**src/rtl/csr_pkg.sv**
```systemverilog
// shared constants for the configurable shift register
package csr_pkg;
    localparam int unsigned WORD_W      = 8;
    localparam int unsigned PIN_W       = WORD_W + 8;
    localparam int unsigned ADDR_W      = 8;
    // register byte offsets
    localparam logic [7:0]  OFS_CTRL    = 8'h00;
    localparam logic [7:0]  OFS_ACLR    = 8'h04;
    localparam logic [7:0]  OFS_SCLR    = 8'h08;
    localparam logic [7:0]  OFS_APRE    = 8'h0C;
    localparam logic [7:0]  OFS_SPRE    = 8'h10;
    localparam logic [7:0]  OFS_WORD    = 8'h14;
    // control field positions
    localparam int unsigned CTRL_DIR    = 0;
    localparam int unsigned CTRL_LOAD   = 1;
    localparam int unsigned CTRL_SR     = 2;
    localparam int unsigned CTRL_EDGE   = 3;
    localparam int unsigned CTRL_W      = 4;
    // edge select encodings
    localparam logic        EDGE_0_TO_1 = 1'b0;
    localparam logic        EDGE_1_TO_0 = 1'b1;
    // reset values
    localparam logic [3:0]  CTRL_RST    = 4'h7;
    localparam logic [7:0]  ACLR_RST    = 8'h00;
    localparam logic [7:0]  SCLR_RST    = 8'h00;
    localparam logic [7:0]  APRE_RST    = 8'hFF;
    localparam logic [7:0]  SPRE_RST    = 8'hFF;
    localparam logic [7:0]  POWER_ON_OUTPUT = 8'h00;
    // pin vector layout inside the synchroniser
    localparam int unsigned PIN_CLK     = WORD_W + 0;
    localparam int unsigned PIN_LOAD    = WORD_W + 1;
    localparam int unsigned PIN_DIR     = WORD_W + 2;
    localparam int unsigned PIN_ASET    = WORD_W + 3;
    localparam int unsigned PIN_ARST    = WORD_W + 4;
    localparam int unsigned PIN_SSET    = WORD_W + 5;
    localparam int unsigned PIN_SRST    = WORD_W + 6;
    localparam int unsigned PIN_SER     = WORD_W + 7;
    localparam logic [1:0]  RESP_OKAY   = 2'h0;
    localparam logic [1:0]  RESP_SLVERR = 2'h2;
endpackage : csr_pkg

```
**src/rtl/csr_shift_reg.sv**
```systemverilog
// configurable shift register with parallel load and axi4-lite setup
// How it works
// - direction pin level equal to direction polarity shifts left, else right
// - load pin level equal to load polarity loads word, else shifts
// - set and reset pins active high when polarity is one, else low
// - edge select zero uses rising clock pin edge, one falling
// - async reset gives async clear value, sync reset gives sync clear value
// - async set gives async preset value, sync set gives sync preset value
// - output starts at power-on value before any edge, set or reset
// - parallel word width fixed by word width constant
`timescale 1ns/100ps
module csr_shift_reg
    import csr_pkg::*;
(
    input  wire logic                       aclk,
    input  wire logic                       aresetn,
    input  wire logic [csr_pkg::ADDR_W-1:0] s_axi_awaddr,
    input  wire logic                       s_axi_awvalid,
    output logic                            s_axi_awready,
    input  wire logic [31:0]                s_axi_wdata,
    input  wire logic [3:0]                 s_axi_wstrb,
    input  wire logic                       s_axi_wvalid,
    output logic                            s_axi_wready,
    output logic [1:0]                      s_axi_bresp,
    output logic                            s_axi_bvalid,
    input  wire logic                       s_axi_bready,
    input  wire logic [csr_pkg::ADDR_W-1:0] s_axi_araddr,
    input  wire logic                       s_axi_arvalid,
    output logic                            s_axi_arready,
    output logic [31:0]                     s_axi_rdata,
    output logic [1:0]                      s_axi_rresp,
    output logic                            s_axi_rvalid,
    input  wire logic                       s_axi_rready,
    input  wire logic [csr_pkg::WORD_W-1:0] par_data,
    input  wire logic                       dev_clk,
    input  wire logic                       load_shift,
    input  wire logic                       direction,
    input  wire logic                       serial_in,
    input  wire logic                       async_set,
    input  wire logic                       async_reset,
    input  wire logic                       sync_set,
    input  wire logic                       sync_reset,
    output logic [csr_pkg::WORD_W-1:0]      word_out
);
    logic [PIN_W-1:0]  pins_s;
    logic [CTRL_W-1:0] ctrl_q, ctrl_d;
    logic [WORD_W-1:0] aclr_q, aclr_d, sclr_q, sclr_d, apre_q, apre_d, spre_q, spre_d;
    logic              aw_hold_q, aw_hold_d, w_hold_q, w_hold_d;
    logic [ADDR_W-1:0] awaddr_q, awaddr_d;
    logic [31:0]       wdata_q, wdata_d;
    logic              wlane_q, wlane_d;
    logic              bvalid_q, bvalid_d, rvalid_q, rvalid_d;
    logic [1:0]        bresp_q, bresp_d, rresp_q, rresp_d;
    logic [31:0]       rdata_q, rdata_d;
    logic              do_write;
    logic [WORD_W-1:0] sreg_q, sreg_d;
    logic              clk_prev_q, clk_prev_d;
    logic              clk_s, trig, arst_act, aset_act, srst_act, sset_act;
    logic              load_go, shift_go, go_left;
    logic [WORD_W-1:0] din_s, shl_val, shr_val;

    // pins cross in through two flops before use
    csr_sync2 u_sync (
        .aclk      (aclk),
        .aresetn   (aresetn),
        .pins_in   ({serial_in, sync_reset, sync_set, async_reset, async_set, direction, load_shift, dev_clk,
                     par_data}),
        .pins_sync (pins_s)
    );

    assign din_s   = pins_s[WORD_W-1:0];
    assign clk_s   = pins_s[PIN_CLK];
    assign shl_val = {sreg_q[WORD_W-2:0], pins_s[PIN_SER]};
    assign shr_val = {pins_s[PIN_SER], sreg_q[WORD_W-1:1]};

    assign trig = (ctrl_q[CTRL_EDGE] == EDGE_1_TO_0) ? (clk_prev_q & ~clk_s) : (~clk_prev_q & clk_s);
    assign arst_act = ~(pins_s[PIN_ARST] ^ ctrl_q[CTRL_SR]);
    assign aset_act = ~(pins_s[PIN_ASET] ^ ctrl_q[CTRL_SR]);
    assign srst_act = ~(pins_s[PIN_SRST] ^ ctrl_q[CTRL_SR]);
    assign sset_act = ~(pins_s[PIN_SSET] ^ ctrl_q[CTRL_SR]);
    assign load_go  = trig & ~arst_act & ~aset_act & ~srst_act & ~sset_act & (pins_s[PIN_LOAD] == ctrl_q[CTRL_LOAD]);
    assign shift_go = trig & ~arst_act & ~aset_act & ~srst_act & ~sset_act & (pins_s[PIN_LOAD] != ctrl_q[CTRL_LOAD]);
    assign go_left  = (pins_s[PIN_DIR] == ctrl_q[CTRL_DIR]);

    // word next value; async beats sync, and within each clear beats preset
    always_comb
    begin
        clk_prev_d = clk_s;
        sreg_d     = sreg_q;
        if (arst_act)
            sreg_d = aclr_q; // async clear
        else if (aset_act)
            sreg_d = apre_q; // async preset
        else if (trig && srst_act)
            sreg_d = sclr_q; // sync clear
        else if (trig && sset_act)
            sreg_d = spre_q; // sync preset
        else if (load_go)
            sreg_d = din_s;
        else if (shift_go)
            sreg_d = go_left ? shl_val : shr_val;
        if (!aresetn)
        begin
            sreg_d     = POWER_ON_OUTPUT;
            clk_prev_d = 1'b0;
        end
    end

    always_ff @(posedge aclk)
    begin
        sreg_q     <= sreg_d;
        clk_prev_q <= clk_prev_d;
    end

    assign word_out = sreg_q;

    // write fires once both halves are held and no response is pending
    assign do_write = aw_hold_q & w_hold_q & ~bvalid_q;

    // bus slave next values
    always_comb
    begin
        aw_hold_d = aw_hold_q;
        w_hold_d  = w_hold_q;
        awaddr_d  = awaddr_q;
        wdata_d   = wdata_q;
        wlane_d   = wlane_q;
        bvalid_d  = bvalid_q;
        bresp_d   = bresp_q;
        rvalid_d  = rvalid_q;
        rresp_d   = rresp_q;
        rdata_d   = rdata_q;
        ctrl_d    = ctrl_q;
        aclr_d    = aclr_q;
        sclr_d    = sclr_q;
        apre_d    = apre_q;
        spre_d    = spre_q;
        if (s_axi_awvalid && !aw_hold_q)
        begin
            aw_hold_d = 1'b1;
            awaddr_d  = s_axi_awaddr;
        end
        if (s_axi_wvalid && !w_hold_q)
        begin
            w_hold_d = 1'b1;
            wdata_d  = s_axi_wdata;
            wlane_d  = s_axi_wstrb[0];
        end
        if (s_axi_bvalid && s_axi_bready)
            bvalid_d = 1'b0;
        if (do_write)
        begin
            aw_hold_d = 1'b0;
            w_hold_d  = 1'b0;
            bvalid_d  = 1'b1;
            bresp_d   = RESP_OKAY;
            // every field sits in byte lane 0
            case (awaddr_q)
                OFS_CTRL: if (wlane_q) ctrl_d = wdata_q[CTRL_W-1:0];
                OFS_ACLR: if (wlane_q) aclr_d = wdata_q[WORD_W-1:0];
                OFS_SCLR: if (wlane_q) sclr_d = wdata_q[WORD_W-1:0];
                OFS_APRE: if (wlane_q) apre_d = wdata_q[WORD_W-1:0];
                OFS_SPRE: if (wlane_q) spre_d = wdata_q[WORD_W-1:0];
                OFS_WORD: bresp_d = RESP_OKAY; // read-only, write dropped
                default:  bresp_d = RESP_SLVERR;
            endcase
        end
        if (s_axi_rvalid && s_axi_rready)
            rvalid_d = 1'b0;
        if (s_axi_arvalid && !rvalid_q)
        begin
            rvalid_d = 1'b1;
            rresp_d  = RESP_OKAY;
            rdata_d  = 32'h0000_0000;
            case (s_axi_araddr)
                OFS_CTRL: rdata_d[CTRL_W-1:0] = ctrl_q;
                OFS_ACLR: rdata_d[WORD_W-1:0] = aclr_q;
                OFS_SCLR: rdata_d[WORD_W-1:0] = sclr_q;
                OFS_APRE: rdata_d[WORD_W-1:0] = apre_q;
                OFS_SPRE: rdata_d[WORD_W-1:0] = spre_q;
                OFS_WORD: rdata_d[WORD_W-1:0] = sreg_q;
                default:  rresp_d = RESP_SLVERR;
            endcase
        end
        if (!aresetn)
        begin
            aw_hold_d = 1'b0;
            w_hold_d  = 1'b0;
            awaddr_d  = 8'h00;
            wdata_d   = 32'h0000_0000;
            wlane_d   = 1'b0;
            bvalid_d  = 1'b0;
            bresp_d   = RESP_OKAY;
            rvalid_d  = 1'b0;
            rresp_d   = RESP_OKAY;
            rdata_d   = 32'h0000_0000;
            ctrl_d    = CTRL_RST;
            aclr_d    = ACLR_RST;
            sclr_d    = SCLR_RST;
            apre_d    = APRE_RST;
            spre_d    = SPRE_RST;
        end
    end

    // bus slave registers
    always_ff @(posedge aclk)
    begin
        aw_hold_q <= aw_hold_d;
        w_hold_q  <= w_hold_d;
        awaddr_q  <= awaddr_d;
        wdata_q   <= wdata_d;
        wlane_q   <= wlane_d;
        bvalid_q  <= bvalid_d;
        bresp_q   <= bresp_d;
        rvalid_q  <= rvalid_d;
        rresp_q   <= rresp_d;
        rdata_q   <= rdata_d;
        ctrl_q    <= ctrl_d;
        aclr_q    <= aclr_d;
        sclr_q    <= sclr_d;
        apre_q    <= apre_d;
        spre_q    <= spre_d;
    end

    assign s_axi_awready = ~aw_hold_q;
    assign s_axi_wready  = ~w_hold_q;
    assign s_axi_bvalid  = bvalid_q;
    assign s_axi_bresp   = bresp_q;
    assign s_axi_arready = ~rvalid_q;
    assign s_axi_rvalid  = rvalid_q;
    assign s_axi_rresp   = rresp_q;
    assign s_axi_rdata   = rdata_q;

    // checks on the word path
    property p_shift_left;
        @(posedge aclk) disable iff (!aresetn) shift_go && go_left |=> sreg_q == $past(shl_val);
    endproperty
    a_shift_left: assert property (p_shift_left) else $error("left shift wrong");
    property p_shift_right;
        @(posedge aclk) disable iff (!aresetn) shift_go && !go_left |=> sreg_q == $past(shr_val);
    endproperty
    a_shift_right: assert property (p_shift_right) else $error("right shift wrong");
    property p_load;
        @(posedge aclk) disable iff (!aresetn)
            trig && !arst_act && !aset_act && !srst_act && !sset_act
            && pins_s[PIN_LOAD] == ctrl_q[CTRL_LOAD] |=> sreg_q == $past(din_s);
    endproperty
    a_load: assert property (p_load) else $error("parallel load wrong");
    property p_sr_level;
        @(posedge aclk) disable iff (!aresetn) (pins_s[PIN_ARST] == ctrl_q[CTRL_SR]) |=> sreg_q == $past(aclr_q);
    endproperty
    a_sr_level: assert property (p_sr_level) else $error("reset level wrong");
    property p_edge;
        @(posedge aclk) disable iff (!aresetn)
            ctrl_q[CTRL_EDGE] == EDGE_0_TO_1 && $rose(clk_s) |-> trig;
    endproperty
    a_edge: assert property (p_edge) else $error("rising edge missed");
    property p_sync_clr;
        @(posedge aclk) disable iff (!aresetn) trig && srst_act && !arst_act && !aset_act |=> sreg_q == $past(sclr_q);
    endproperty
    a_sync_clr: assert property (p_sync_clr) else $error("sync clear wrong");
    property p_sync_set;
        @(posedge aclk) disable iff (!aresetn)
            trig && sset_act && !srst_act && !arst_act && !aset_act |=> sreg_q == $past(spre_q);
    endproperty
    a_sync_set: assert property (p_sync_set) else $error("sync preset wrong");
    property p_power_on;
        @(posedge aclk) $rose(aresetn) |-> sreg_q == POWER_ON_OUTPUT;
    endproperty
    a_power_on: assert property (p_power_on) else $error("power-on value wrong");
    property p_async_hold;
        @(posedge aclk) disable iff (!aresetn) arst_act [*2] |-> sreg_q == $past(aclr_q);
    endproperty
    a_async_hold: assert property (p_async_hold) else $error("async clear not held");
    property p_async_set;
        @(posedge aclk) disable iff (!aresetn) aset_act && !arst_act |=> sreg_q == $past(apre_q);
    endproperty
    a_async_set: assert property (p_async_set) else $error("async preset wrong");
endmodule : csr_shift_reg

```
**src/rtl/csr_sync2.sv**
```systemverilog
// two-stage synchroniser for all device pins
`timescale 1ns/100ps
module csr_sync2
    import csr_pkg::*;
(
    input  wire logic               aclk,
    input  wire logic               aresetn,
    input  wire logic [PIN_W-1:0]   pins_in,
    output logic      [PIN_W-1:0]   pins_sync
);
    logic [PIN_W-1:0] meta_q;
    logic [PIN_W-1:0] meta_d;
    logic [PIN_W-1:0] sync_q;
    logic [PIN_W-1:0] sync_d;

    // first stage feeds only the second
    always_comb
    begin
        meta_d = aresetn ? pins_in : {PIN_W{1'b0}};
        sync_d = aresetn ? meta_q : {PIN_W{1'b0}};
    end

    always_ff @(posedge aclk)
    begin
        meta_q <= meta_d;
        sync_q <= sync_d;
    end

    assign pins_sync = sync_q;
endmodule : csr_sync2

```
**config.mk**
```make
export PLATFORM = sky130hd
export DESIGN_NAME = csr_shift_reg
export DESIGN_NICKNAME = d
export VERILOG_FILES = /design/src/rtl/csr_pkg.sv /design/src/rtl/csr_shift_reg.sv /design/src/rtl/csr_sync2.sv
export SDC_FILE = /design/constraint.sdc
export NUM_CORES = 1
export LEC_CHECK = 0
export ABC_CLOCK_PERIOD_IN_PS = 4600
export BUFFER_PORTS_ARGS = -buffer_cell sky130_fd_sc_hd__buf_2
export CAP_MARGIN = 20
export CORE_UTILIZATION = 55
export DETAILED_ROUTE_END_ITERATION = 10
export PLACE_DENSITY = 0.93
export RECOVER_POWER = 50
export SLEW_MARGIN = 40
export SYNTH_ARGS = -nofsm -noshare
export SYNTH_HDL_FRONTEND = slang
export SYNTH_SLANG_ARGS = --single-unit
```
**constraint.sdc**
```tcl
create_clock -name aclk -period 4.6 [get_ports aclk]
set_input_delay 0.92 -clock aclk [delete_from_list [all_inputs] [get_ports aclk]]
set_output_delay 0.92 -clock aclk [all_outputs]
set_load 0.05 [all_outputs]
```
Word-level counts from Yosys, hierarchy flattened:

Index checks and enable logic that the tools add are counted.

* register bits after elaboration: 110
* output and inout bits: 49

* equality and inequality tests: 14
* multiplexer cells: 16
* bitwise logic cells: 23
* reductions and logical operators: 22

Operators by type and width (count)
* 2-to-1 mux 8 bit: 7
* == test 8 x 4 -> 1 bit, second input constant: 4
* == test 8 x 5 -> 1 bit, second input constant: 4
* case mux 4 bit (6 select lines): 1
* case mux 4 bit (5 select lines): 1
* == test 8 x 3 -> 1 bit, second input constant: 2
* logical NOT 8 bit: 2
* AND reduction 3 bit: 5
* OR reduction 6 bit: 2
* bitwise AND 1 bit: 10
* NOT 1 bit: 9
* logical AND 1 bit: 7
* inequality test 6 x 4 -> 1 bit, second input constant: 1
* 2-to-1 mux 1 bit: 5
* 2-to-1 mux 2 bit: 2
* nonzero test 2 bit: 2
* bitwise XOR 1 bit: 4
* logical NOT 1 bit: 3
* == test 1 bit: 2
* OR reduction 2 bit: 1
* inequality test 1 bit: 1

Logic depth before layout (Yosys ltp):

* depth in word-level cells: 14
* mapped depth: 7
* depth with buffers taken out: 5

Modules after synthesis:

From an unflattened synthesis, not the netlist that was laid out.

* cells, all modules: 553
* area total of the unflattened synthesis: 5198.7 sq um

Modules (own cells, without submodules)
* csr_shift_reg: times used 1, cells each 486, area an instance 4302.9 sq um
* csr_sync2: times used 1, cells each 67, area an instance 895.9 sq um

Worst setup path before layout:

No wires, ideal clock.

* path type: input-to-reg
* start: input s_axi_araddr[2] (netlist bit)
* end: register rdata_q[2] (netlist: s_axi_rdata[2])
* data arrival time: 2119 ps
* data required time: 4535 ps
* setup slack: 2416 ps
* stages: 7
* buffers on the path: 2
* cell sequence: clkbuf_1 -> nor2b_1 -> clkbuf_1 -> a22oi_1 -> o21ai_0 -> a21oi_1 -> nor2_1

* cells in the longest elaborated chain, start to end: 2
* elaborated cells on any way between the ends: 7
* classes of those cells: 5 x eq/ne; 1 x mux; 1 x reduce/logical

Ends and longest elaborated chain
* start, declared: line csr_shift_reg.sv:27 `input wire logic [csr_pkg::ADDR_W-1:0] s_axi_araddr,`
* == test 8 x 5 -> 1 bit (tied with other cells): line csr_shift_reg.sv:175 `case (s_axi_araddr)`
* case mux 4 bit (6 select lines) *: line csr_shift_reg.sv:175
* end signal, assigned: line csr_shift_reg.sv:217 `rdata_q <= rdata_d;`
* end, declared: line csr_shift_reg.sv:54 `logic [31:0] rdata_q, rdata_d;`

Every way passes the cells marked *; elsewhere a longest branch is shown, timed or not.
A chain may end at the register's enable or synchronous reset.

==> results.toml <==
[global_routing]
grt_pass1_wl_um = 17400
grt_max_degree = 88
groute.usage.overall = 0.249
global_route.overflow_total = 0
antenna_violations_before_repair = 0
grt_pass1_vias = 3632

[sta]
layout_min_cycle_time_ps = 2970
final_max_slew_viol_count = 0
setup_tns_ps = 0
fin_skew_ps = 8.12
fin_crit_sh = 0.647
finalHoldViolations = 0
grt_setup_unrepaired = "no"
worstMarginPinSlew_ps = 1340
max_freq_mhz = 336
final.setup.worst_slack_ps = 1630
setup-violations-final = 0
slew_headroom = 0.107

[logic_synthesis]
yosys-top-cells-count = "dfxtp_1 (108), nand2_1 (68), mux2i_1 (39), and2_1 (35), nor2_1 (28)"
synth_most_common_cell = "dfxtp_1"
ys_async_sr_fraction = 0
number_of_enable_type_register_cells_in_the_synthesized_netlist = 0
syn_area_um2 = 4900
synthTopCellsByArea = "dfxtp_1 (44%), mux2i_1 (8.0%), nand2_1 (5.2%)"
syn-instance-count = 537
netlist-cell-type-count = 47
synth_largest_area_cell = "dfxtp_1"
yosysSeqAreaShare = 0.441
synth.yosys.warnings = 0
ys_ff_latch = 108
synth_area_per_cell_um2 = 9.12
synth_top_flop_cell = "dfxtp_1"
synthDominantCellAreaShare = 0.441

[setup_path]
setup.worst_path.start_class = "input port"
timing.critical_path.slowest_cell_delay_ps = 1120
critical_path.cell_chain = "clkbuf_1 -> clkbuf_2 -> o21a_1 -> a32oi_1 -> a21oi_1"
crit_arrival_ps = 3280
cp_slowest_cell = "clkbuf_2"
cp_max_fo = 87
critPathCaptureType = "flop"
timing.critical_path.required_ps = 4910
criticalPathCategory = "input port to flop"

[floorplan]
num_io_pins = 124
design.core.area_um2 = 8680
floorplan.die_area_um2 = 9290
rows = 34
die_width_um = 96.4
initial_core_util = 0.565
die_ht_um = 96.4

[finish]
drive_above_1_share = 0.166
antenna_diode_count = 0
nNetsFinal = 667
area_growth_from_synthesis_to_layout_pct = 10.7

[power]
irDropWorstVdd_mv = 0.209
power.static_leakage_nw = 2.36
power_density_nw_per_um2 = 362

[drt]
drt_iter0_drc = 308
detailed_route_via_count = 4010
firstDrtPassIters = 5
drt-wirelength-per-cell_um = 15.5
drc = 0
routed_wl_um = 10900
drt-vias-per-instance = 5.69
ant_nets = 0

[job]
maxCapViolCount = 0

[cts]
clock_transition_at_the_registers_of_the_reported_paths_ps = 100
cts_tree = "done"
post_cts.repair.setup_buffers = 0
cts.sink_count = 108
cts_root_buffer = "clkbuf_8"
insertion_delay_ps = 370
cts.htree.levels = 3
cts_made_buffers = 9
ctsLongestPathBuffers = 2
cts_hold_repair.buffers = 0
cts_resized = 0

[placed_design]
portBuffers = 70
post-place-ws_ps = 2050
detailed_place_hpwl_um = 7840
gp_routability_congestion = 0.882

[run_status]
status = "completed"

[hold_path]
hold_class = "flop to flop"
==> area by class of cell <==
type,count,area (µm²)
fill,743,3250
multi-input combinational,398,2520
sequential,108,2160
timing repair buffer,71,340
clock buffer,11,141
tap,108,135
clock inverter,5,106
inverter,4,15.0
==> where the power goes <==
group | switching, mW | internal (mW) | total [mW]
combinational | 0.182 | 0.0818 | 0.264
clock | 0.323 | 0.379 | 0.701
sequential | 0.0292 | 0.968 | 0.997
==> flip-flops by register name (all words and copies together) (netlist names) <==
signal	flops
clk_prev_q	1
w_hold_q	1
apre_q	8
wlane_q	1
aclr_q	8
awaddr_q	8
u_sync.meta_q	16
s_axi_bresp	1
u_sync.pins_sync	16
word_out	8
spre_q	8
s_axi_rvalid	1
s_axi_rresp	1
sclr_q	8
s_axi_bvalid	1
ctrl_q	4
s_axi_rdata	8
wdata_q	8
aw_hold_q	1
==> worst max-delay path, delay by kind of cell <==
kind	cells	cell delay, ps
compound gates	3	640
buf+inv	2	1710
==> cells by family after synthesis <==
family	count (synthesis)	synth area share
other cells	1	0.000765
xor+xnor	7	0.0140
simple gates	200	0.211
flops	108	0.441
compound gates	118	0.160
buf+inv	56	0.0651
mux	47	0.107
==> path summary, 6_finish.rpt <==
| check | startpoint | endpoint | slack [ps] | cells past startpoint |
|---|---|---|---|---|
| worst min-delay path | u_sync.meta_q[9] | u_sync.pins_sync[9] | 440 | 1 |
| worst max register to register | awaddr_q[1] | sclr_q[7] | 2120 | 5 |
| worst min register to register | u_sync.meta_q[9] | u_sync.pins_sync[9] | 440 | 1 |
| worst max-delay path | aresetn | word_out[6] | 1630 | 5 |
==> cells in the final DEF, fill, tap and decap left out, drive strengths merged, types with 4 or more instances in the layout <==
master	n
xnor2	4
a21boi	11
and2	35
conb	26
nor3	5
nand3b	6
mux2i	39
dfxtp	108
clkbuf	24
a32oi	5
inv	5
o21ai	26
mux4	4
a211oi	12
nor2b	23
a22oi	12
nand3	16
o211ai	5
mux2	4
nor2	28
a21oi	27
a31o	8
nand2b	9
buf	58
nand2	68
==> per-layer routing <==
layer / wire [µm] / GRT usage / vias to the layer above
li1: - / - / 1930
met1: 4490 / 0.302 / 1877
met2: 5320 / 0.428 / 163
met3: 714 / 0.0477 / 40
met4: 372 / 0.114 / 0
met5: 0 / 0 / -
==> through the flow <==
step / cells / util / instance area, µm² / power [mW] / hold WS [ps]
after floorplan: 562 / - / 4990 / 1.24 / 412
after global placement: 689 / 0.597 / 5180 / 1.27 / 415
after detailed placement: 689 / 0.599 / 5200 / 1.28 / 417
after CTS: 705 / 0.627 / 5450 / 1.97 / 440
after global routing: 705 / 0.625 / 5420 / 2.03 / 449
final: 705 / 0.625 / 5420 / 1.96 / 440
Power figures use the tool's default switching activity.
